File: src/shared/msif_pkg.sv
// Constants, field layouts and carriers of the motion interrupt status block.
// Assumes one 100 MHz clock and a byte-wide read port from the host side.
// Function
// - Four read-only status bytes from base offset
// - Flag sets when its function triggers
// - Latch setting picks permanent, temporary or none
// - Flag asserts only with function enabled
// - Byte 0/1 flag layout, reserved bits zero
// - Byte 2 bit 7 tap sign
// - Byte 2 bits 6..4 tap axes z,y,x
// - Byte 2 bit 3 any-motion slope sign
// - Byte 2 bits 2..0 any-motion axes
// - Byte 3 bit 7 flat, gated by enable
// - Byte 3 bit 6 z orientation
// - Byte 3 bits 5..4 x-y orientation
// - Orientation shows present value, never latched
// - Orientation frozen while blocking condition active
// - Byte 3 bit 3 high-g sign
// - Byte 3 bits 2..0 high-g axes
package msif_pkg;

   localparam logic [7:0] STATUS_ADDR_B0 = 8'h1C;
   localparam logic [7:0] STATUS_ADDR_B1 = 8'h1D;
   localparam logic [7:0] STATUS_ADDR_B2 = 8'h1E;
   localparam logic [7:0] STATUS_ADDR_B3 = 8'h1F;
   localparam logic [7:0] READ_IDLE_VAL = 8'h00;

   localparam logic [3:0] LATCH_NONE = 4'h0;
   localparam logic [3:0] LATCH_PERM = 4'hF;

   localparam int CLK_PERIOD_NS = 10;
   localparam int TEMP_UNIT_NS = 1000;
   localparam int TEMP_UNIT_CYC = (TEMP_UNIT_NS + CLK_PERIOD_NS - 1) / CLK_PERIOD_NS;
   localparam int HOLD_CNT_W = 12;

   // Flags word: byte 1 in the upper half, byte 0 in the lower
   typedef struct packed {
      logic nomo;
      logic fifo_wm;
      logic fifo_full;
      logic data_rdy;
      logic low_g;
      logic high_g;
      logic [1:0] rsvd;
      logic flat;
      logic orient;
      logic s_tap;
      logic d_tap;
      logic pmu_trig;
      logic anym;
      logic sigmot;
      logic step;
   } msif_flags_t;

   typedef struct packed {
      logic sign;
      logic [2:0] axis;
   } msif_trig_detail_t;

   typedef struct packed {
      logic z;
      logic [1:0] xy;
   } msif_orient_t;

   typedef struct packed {
      msif_trig_detail_t tap;
      msif_trig_detail_t anym;
   } msif_detail2_t;

   typedef struct packed {
      logic flat;
      msif_orient_t orient;
      msif_trig_detail_t high;
   } msif_detail3_t;

endpackage : msif_pkg

File: src/logic/msif_latch_cell.sv
// One status flag with its latch behaviour.
// Assumes cond is the function's live trigger level and clear a one-cycle pulse.
`timescale 1ns/1ns
module msif_latch_cell (
   input wire logic clk,
   input wire logic sys_rst,
   input wire logic cond,
   input wire logic enable,
   input wire logic [3:0] latch_mode,
   input wire logic latch_clear,
   output logic flag_q
);
   import msif_pkg::*;

   typedef struct packed {
      logic flag;
      logic [HOLD_CNT_W-1:0] cnt;
   } msif_cell_st_t;

   msif_cell_st_t st_q;
   msif_cell_st_t st_d;
   logic active;
   logic [HOLD_CNT_W-1:0] hold_len;

   assign active = cond & enable;
   assign hold_len = HOLD_CNT_W'(int'(latch_mode) * TEMP_UNIT_CYC);
   assign flag_q = st_q.flag;

   always_comb begin
      st_d = st_q;
      case (latch_mode)
         LATCH_NONE: begin
            st_d.flag = active;
            st_d.cnt = '0;
         end
         LATCH_PERM: begin
            st_d.cnt = '0;
            if (active) begin
               st_d.flag = 1'b1;
            end else if (latch_clear) begin
               st_d.flag = 1'b0;
            end
         end
         default: begin
            if (active) begin
               st_d.flag = 1'b1;
               st_d.cnt = hold_len;
            end else if (latch_clear || st_q.cnt == '0) begin
               st_d.flag = 1'b0;
               st_d.cnt = '0;
            end else begin
               st_d.cnt = st_q.cnt - 1'b1;
               st_d.flag = (st_q.cnt != HOLD_CNT_W'(1));
            end
         end
      endcase
   end

   always_ff @(posedge clk or posedge sys_rst) begin
      if (sys_rst) begin
         st_q <= '0;
      end else begin
         st_q <= st_d;
      end
   end
endmodule : msif_latch_cell

File: src/logic/msif_status_top.sv
// Four-byte read-only interrupt status block with a byte read port.
// Assumes detection logic drives trigger levels and details synchronously.
`timescale 1ns/1ns
module msif_status_top (
   input wire logic clk,
   input wire logic sys_rst,
   input wire msif_pkg::msif_flags_t int_cond,
   input wire msif_pkg::msif_flags_t int_enable,
   input wire logic [3:0] latch_mode,
   input wire logic latch_clear,
   input wire msif_pkg::msif_trig_detail_t tap_detail,
   input wire msif_pkg::msif_trig_detail_t anym_detail,
   input wire msif_pkg::msif_trig_detail_t high_detail,
   input wire logic flat_now,
   input wire msif_pkg::msif_orient_t orient_now,
   input wire logic orient_block,
   input wire logic rd_en,
   input wire logic [7:0] rd_addr,
   output logic [7:0] rd_data_q,
   output logic rd_valid_q
);
   import msif_pkg::*;

   typedef struct packed {
      msif_detail2_t det2;
      msif_detail3_t det3;
      logic [7:0] rd_data;
      logic rd_valid;
   } msif_top_st_t;

   msif_top_st_t st_q;
   msif_top_st_t st_d;
   logic [15:0] cond_vec;
   logic [15:0] en_vec;
   logic [15:0] flag_vec;
   msif_flags_t flags;
   logic tap_hit;
   logic anym_hit;
   logic high_hit;

   assign cond_vec = int_cond;
   assign en_vec = int_enable;

   // One latch cell per flag position, reserved positions tied low
   genvar gi;
   generate
      for (gi = 0; gi < 16; gi = gi + 1) begin : g_flag
         if (gi == 8 || gi == 9) begin : g_rsvd
            assign flag_vec[gi] = 1'b0;
         end else begin : g_cell
            msif_latch_cell u_cell (
               .clk(clk),
               .sys_rst(sys_rst),
               .cond(cond_vec[gi]),
               .enable(en_vec[gi]),
               .latch_mode(latch_mode),
               .latch_clear(latch_clear),
               .flag_q(flag_vec[gi])
            );
         end
      end
   endgenerate

   assign flags = flag_vec;

   // Detail capture on an enabled trigger
   assign tap_hit = (int_cond.s_tap & int_enable.s_tap) | (int_cond.d_tap & int_enable.d_tap);
   assign anym_hit = int_cond.anym & int_enable.anym;
   assign high_hit = int_cond.high_g & int_enable.high_g;

   always_comb begin
      st_d = st_q;
      if (tap_hit) begin
         st_d.det2.tap = tap_detail;
      end
      if (anym_hit) begin
         st_d.det2.anym = anym_detail;
      end
      if (high_hit) begin
         st_d.det3.high = high_detail;
      end
      st_d.det3.flat = flat_now & int_enable.flat;
      if (!orient_block) begin
         st_d.det3.orient = orient_now;
      end
      st_d.rd_valid = rd_en;
      st_d.rd_data = READ_IDLE_VAL;
      if (rd_en) begin
         case (rd_addr)
            STATUS_ADDR_B0: st_d.rd_data = flag_vec[7:0];
            STATUS_ADDR_B1: st_d.rd_data = flag_vec[15:8];
            STATUS_ADDR_B2: st_d.rd_data = st_q.det2;
            STATUS_ADDR_B3: st_d.rd_data = st_q.det3;
            default: st_d.rd_data = READ_IDLE_VAL;
         endcase
      end
   end

   always_ff @(posedge clk or posedge sys_rst) begin
      if (sys_rst) begin
         st_q <= '0;
      end else begin
         st_q <= st_d;
      end
   end

   assign rd_data_q = st_q.rd_data;
   assign rd_valid_q = st_q.rd_valid;
endmodule : msif_status_top

File: config.mk
export PLATFORM = sky130hd
export DESIGN_NAME = msif_status_top
export DESIGN_NICKNAME = d
export VERILOG_FILES = /design/src/shared/msif_pkg.sv /design/src/logic/msif_latch_cell.sv /design/src/logic/msif_status_top.sv
export SDC_FILE = /design/constraint.sdc
export NUM_CORES = 1
export LEC_CHECK = 0
export BUFFER_PORTS_ARGS = -buffer_cell sky130_fd_sc_hd__buf_2
export CORE_MARGIN = 1.5
export CORE_UTILIZATION = 40
export CTS_BUF_LIST = sky130_fd_sc_hd__clkbuf_4
export CTS_CLUSTER_DIAMETER = 200
export DETAILED_ROUTE_END_ITERATION = 6
export PLACE_DENSITY = 0.53
export SLEW_MARGIN = 20
export SYNTH_ARGS = -nofsm -noshare
export SYNTH_HDL_FRONTEND = slang
export SYNTH_HIERARCHICAL = 1
export SYNTH_SLANG_ARGS = --single-unit
File: constraint.sdc
create_clock -name clk -period 2 [get_ports clk]
set_input_delay 0.1 -clock clk [delete_from_list [all_inputs] [get_ports clk]]
set_output_delay 0.1 -clock clk [all_outputs]
set_load 0.05 [all_outputs]
# [Word-level counts from Yosys, hierarchy flattened]
# Index checks and enable logic that the tools add are counted.
[op_classes] muxes=59 reduce_logical=29 n_eq_ne=33 mul=1 n_addsub=14 bitwise=16
[ops] op="$mux 13" count=28
[ops] op="$pmux 13 s2" count=14
[ops] op="$logic_not 12->1" count=14
[ops] op="$ne 12x1->1 const B" count=14
[ops] op="$sub 12x1->12 const B" count=14
[ops] op="$ne 3x2->1 const B" count=13
[ops] op="$eq 8x5->1 const B" count=4
[ops] op="$pmux 8 s4" count=1
[ops] op="$and 1x1->1" count=15
[ops] op="$mux 1" count=15
[ops] op="$logic_or 1x1->1" count=14
[ops] op="$mul 4x5->9 const B" count=1
[ops] op="$mux 8" count=1
[ops] op="$eq 4x4->1 const B" count=1
[ops] op="$logic_not 4->1" count=1
[ops] op="$ne 3x3->1 const B" count=1
[ops] op="$or 1x1->1" count=1
[word_totals] reg_bits=207 word_cells=191 output_inout_bits=9

# [Depth between registers and ports, before layout]
[depth] ltp_word=5 depth_mapped=7 mapped_depth_nobuf=7

# [Hierarchy]
# Netlist, hierarchy kept.
[modules_own_cells] mod="msif_latch_cell (g_flag[12].g_cell.u_cell ...)" cells_per_inst=97 n_inst=7 area_per_inst_um2=1004.7
[modules_own_cells] mod="msif_latch_cell (g_flag[0].g_cell.u_cell ...)" cells_per_inst=95 n_inst=5 area_per_inst_um2=968.4
[modules_own_cells] mod="msif_status_top" cells_per_inst=77 n_inst=1 area_per_inst_um2=1136.1
[modules_own_cells] mod="msif_latch_cell (g_flag[7].g_cell.u_cell)" cells_per_inst=98 n_inst=1 area_per_inst_um2=1012.2
[modules_own_cells] mod="msif_latch_cell (g_flag[14].g_cell.u_cell)" cells_per_inst=96 n_inst=1 area_per_inst_um2=967.2

# [Least setup slack after synthesis]
# Ideal clock, no wire load.
[synth_path] path_kind="register to register" from="register g_flag[14].g_cell.u_cell/st_q[0] (netlist bit)" to="register g_flag[14].g_cell.u_cell/st_q[10] (netlist bit)" path_buffers=0 path_stages_with_launch=7 arrival_ns=1.544 slack_ns=0.322 path_cell_list="dfrtp_1 > inv_1 > ha_1 > or4b_4 > nor3b_2 > xnor2_1 > o22ai_2"
[synth_lines] item="start, declared" line_no="msif_latch_cell.sv:20" text="msif_cell_st_t st_q;"
[synth_lines] item="start signal, assigned" line_no="msif_latch_cell.sv:63" text="st_q <= st_d;"

==> flow_summary_export.csv <==
group,metric,value,unit
place,place_ws,-0.0669,ns
critical_path,rrSetupSlack,0.18,ns
route,routedWlPerCell,16.3,um
critical_path,r2r_end,"g_flag[14].g_cell.u_cell/st_q[8]$_DFF_PP0_",
route,drc,0,
sta,max_freq,0.523,GHz
place,dp_hpwl,25200,um
final_layout,layout_common_cells,"ha_1, dfrtp_1, nor2_1",
pwr,cellPowerDensity,982,mW/mm2
clock_network,insertion_delay,0.71,ns
route,routed_wl,35900,um
sta,finalClockSkew,0.0357,ns
route,first_iter_violations,462,
place,placed_cells,2022,
critical_path,reg2reg_depth,6,
critical_path,critPathBufInv,5,
sta,setup_viol_count_final,0,
sta,fin_crit,1.91,ns
outcome,status,"finished clean",
pwr,p_int,10.7,mW
logic_synthesis,synth-edff-count,0,
die,dieHeight,197,um
critical_path,cp-start-kind,"input pin",
logic_synthesis,synth-main-ff-cell,"dfrtp_1",
sta,worst_slew_pin_slew,0.850,ns
logic_synthesis,syn_inst,1425,
critical_path,path_cells,"dlygate4sd3_1, buf_2, buf_12, inv_1, ha_1, ha_1, fa_1, buf_4, xnor2_1, o22ai_2",
sta,min_period_over_period,0.956,
global_routing,grt_usage,0.194,
die,die_x,197,um
pwr,net-switching-power,6.92,mW
global_routing,grt_overflow,0,
final_layout,final_common_cell,"ha_1",
clock_network,cts_buffers,66,
critical_path,worst_setup_path_end_kind,"register",
final_layout,layout-drive-gt1-share,0.215,
min_path,holdCritStartpoint,"rd_addr[5]",
min_path,worstHoldPathType,"in -> reg",
critical_path,cp_top_family,"buffers and inverters",
die,initial_core_util,0.408,
global_routing,antenna_found_initial,2,
critical_path,crit_arrival,2.47,ns
global_routing,grt_pass1_vias,12000,
logic_synthesis,synth_cell_types,56,
route,vias,11400,
die,dieArea,0.0386,mm2
global_routing,grt_pass1_wl,60500,um
clock_network,cts_tree,"done",
critical_path,path_max_fanout,20,
route,ant_nets,0,
clock_network,cts_root_buf,"clkbuf_4",
min_path,holdPathEnd,"rd_data_q[7]$_DFF_PP0_",
die,core,0.0368,mm2
pwr,p_clk_frac,0.227,
run,maxCapViolCount,0,
sta,hold_viol,0,
clock_network,cts_max_level,3,
clock_network,clock_sinks,207,
final_layout,fin_cells,2206,
pwr,p_sw_frac,0.394,
logic_synthesis,syn_nets,1728,
final_layout,area_delta_synth_final,19.4,%
critical_path,slowest_delay,0.54,ns
die,io_pins,74,
critical_path,worst-endpoint-required,2.55,ns
logic_synthesis,yosysSeqAreaShare,0.346,
route,routed_via_density,5.15,
critical_path,rr_startpoint,"g_flag[14].g_cell.u_cell/st_q[0]$_DFF_PP0_",
logic_synthesis,synth_area,0.0150,mm2
logic_synthesis,avgSynthCellArea,10.5,um2
final_layout,fin_nets,2000,
logic_synthesis,synth-seq-cells,207,
route,drt-pass1-iter-count,5,
sta,max-slew-margin-rel,0.434,
global_routing,grt_max_degree,51,
pwr,seqPwrFrac,0.370,
pwr,peakVddDrop,0.000458,V
logic_synthesis,async_flop_share,1.00,
place,gp_congestion,0.800,
critical_path,crit_path_top_delay_cell,"dlygate4sd3_1",
sta,rsz0062_at_grt,"false",
die,rows,70,
sta,hold_slack,0.0704,ns
place,port_buffers,69,
logic_synthesis,ys_warn_count,6,
critical_path,cp_common_cell,"ha_1",
clock_network,cts.clk_slew.worst_paths,0.07,ns
sta,setup_slack,0.0875,ns
final_layout,fillers,3515,
pwr,p_total,17.6,mW
clock_network,max-clock-path-buffers,3,
critical_path,critical_path_class,"in -> reg",
pwr,comb_power_share,0.404,
pwr,p_leak,8.37,nW
sta,slew_viol_final,0,
min_path,hold_depth,3,
state kept, by name, summed over array words and instances (netlist names):
| signal | cells |
|---|---|
| rd_valid_q | 1 |
| rd_data_q | 8 |
| g_flag.g_cell.u_cell/st_q | 168 |
| g_flag.g_cell.u_cell/flag_q | 14 |
| st_q | 16 |
logic make-up (layout without fill, tap and decap cells):
| logic type | after synthesis | in the layout | share of synthesized area |
|---|---|---|---|
| buffers and inverters | 126 | 436 | 0.0404 |
| xor gates and xnor gates | 174 | 174 | 0.102 |
| DFF | 207 | 207 | 0.346 |
| adders and majority gates | 238 | 238 | 0.206 |
| other | 0 | 3 | 0 |
| and+or+nand+nor | 440 | 440 | 0.180 |
| muxes | 23 | 23 | 0.0218 |
| AOI/OAI and AO/OA | 217 | 217 | 0.105 |
power by group through the flow:
stage	sequential (mW)	combinational (mW)	clock, mW
final	6.49	7.10	3.98
after global routing	6.67	7.96	4.39
after CTS	6.50	7.12	4.18
after detailed placement	6.55	6.89	0
after global placement	6.53	6.84	0
after floorplan	6.30	5.49	0
metal layers:
layer  part of all wire  GRT usage  vias to the layer above
met5                  0          0                        -
met2               0.45      0.311                      197
met4              0.021     0.0557                        0
met1               0.50      0.266                     5452
li1                   -          -                     5647
met3              0.036     0.0397                       62
area by class of cell:
cell class | instances | area, um2 | area share
clock buffer | 88 | 661 | 0.0369
inverter | 99 | 372 | 0.0208
timing repair buffer | 231 | 1810 | 0.101
sequential | 207 | 5180 | 0.289
clock inverter | 18 | 71.3 | 0.00399
multi-input combinational | 1092 | 9210 | 0.514
tap | 468 | 586 | 0.0327
antenna | 3 | 7.51 | 0.000419
tightest hold or removal path, stage by stage:
cell and delay (ns):
buf_2 0.07, or4b_1 0.47, nor2b_2 0.07
repair_timing:
action / 4_1_cts / 5_1_grt
hold buffers: 75 / 0
resized for setup: 0 / 0
hold endpoints to repair: 408 / 0
setup buffers: 0 / 0
cell usage after synthesis, types with 6 or more instances:
library cell	count	area (um2)
a21oi_1	28	140
a221o_1	12	120
a221oi_1	17	149
a221oi_2	7	105
buf_4	8	60.1
buf_6	13	146
dfrtp_1	207	5180
fa_1	14	280
ha_1	224	2800
inv_1	99	372
mux2_2	17	191
mux4_2	6	135
nand2_1	92	345
nand2b_1	7	43.8
nand3_1	50	250
nand3_2	8	80.1
nand4_1	33	206
nand4b_1	21	184
nor2_1	113	424
nor2b_1	19	119
nor3_1	19	95.1
nor3_2	14	140
nor3b_1	6	45.0
nor4_1	6	37.5
nor4_2	10	125
nor4_4	12	255
nor4b_2	7	105
o2111ai_1	7	61.3
o21ai_0	12	60.1
o21ai_1	24	120
o21ai_2	13	114
o22ai_1	76	475
o22ai_2	7	87.6
o31a_2	7	70.1
or3b_4	7	78.8
xnor2_1	66	578
xor2_1	108	946
metrics by stage:
stage | utilization | area, um2 | setup TNS (ns)
2_1_floorplan | - | 15000 | 0
3_3_place_gp | 0.446 | 16400 | -0.216
3_5_place_dp | 0.446 | 16400 | -0.712
4_1_cts | 0.486 | 17900 | 0
5_1_grt | 0.486 | 17900 | 0
6_report | 0.486 | 17900 | 0
worst max path at each step:
stage / startpoint / slack [ns] / depth (start not counted) / endpoint
floorplan: g_flag[14].g_cell.u_cell/st_q[0]$_DFF_PP0_ / 0.32 / 6 / g_flag[14].g_cell.u_cell/st_q[10]$_DFF_PP0_
global placement: latch_mode[0] / -0.04 / 9 / g_flag[10].g_cell.u_cell/st_q[10]$_DFF_PP0_
detailed placement: latch_mode[3] / -0.07 / 8 / g_flag[13].g_cell.u_cell/st_q[10]$_DFF_PP0_
CTS: latch_mode[1] / 0.16 / 10 / g_flag[14].g_cell.u_cell/st_q[8]$_DFF_PP0_
global route: latch_mode[0] / 0.006 / 10 / g_flag[11].g_cell.u_cell/st_q[10]$_DFF_PP0_
finish: latch_mode[1] / 0.09 / 10 / g_flag[14].g_cell.u_cell/st_q[8]$_DFF_PP0_
No activity file was read; power rests on OpenSTA's default activity.
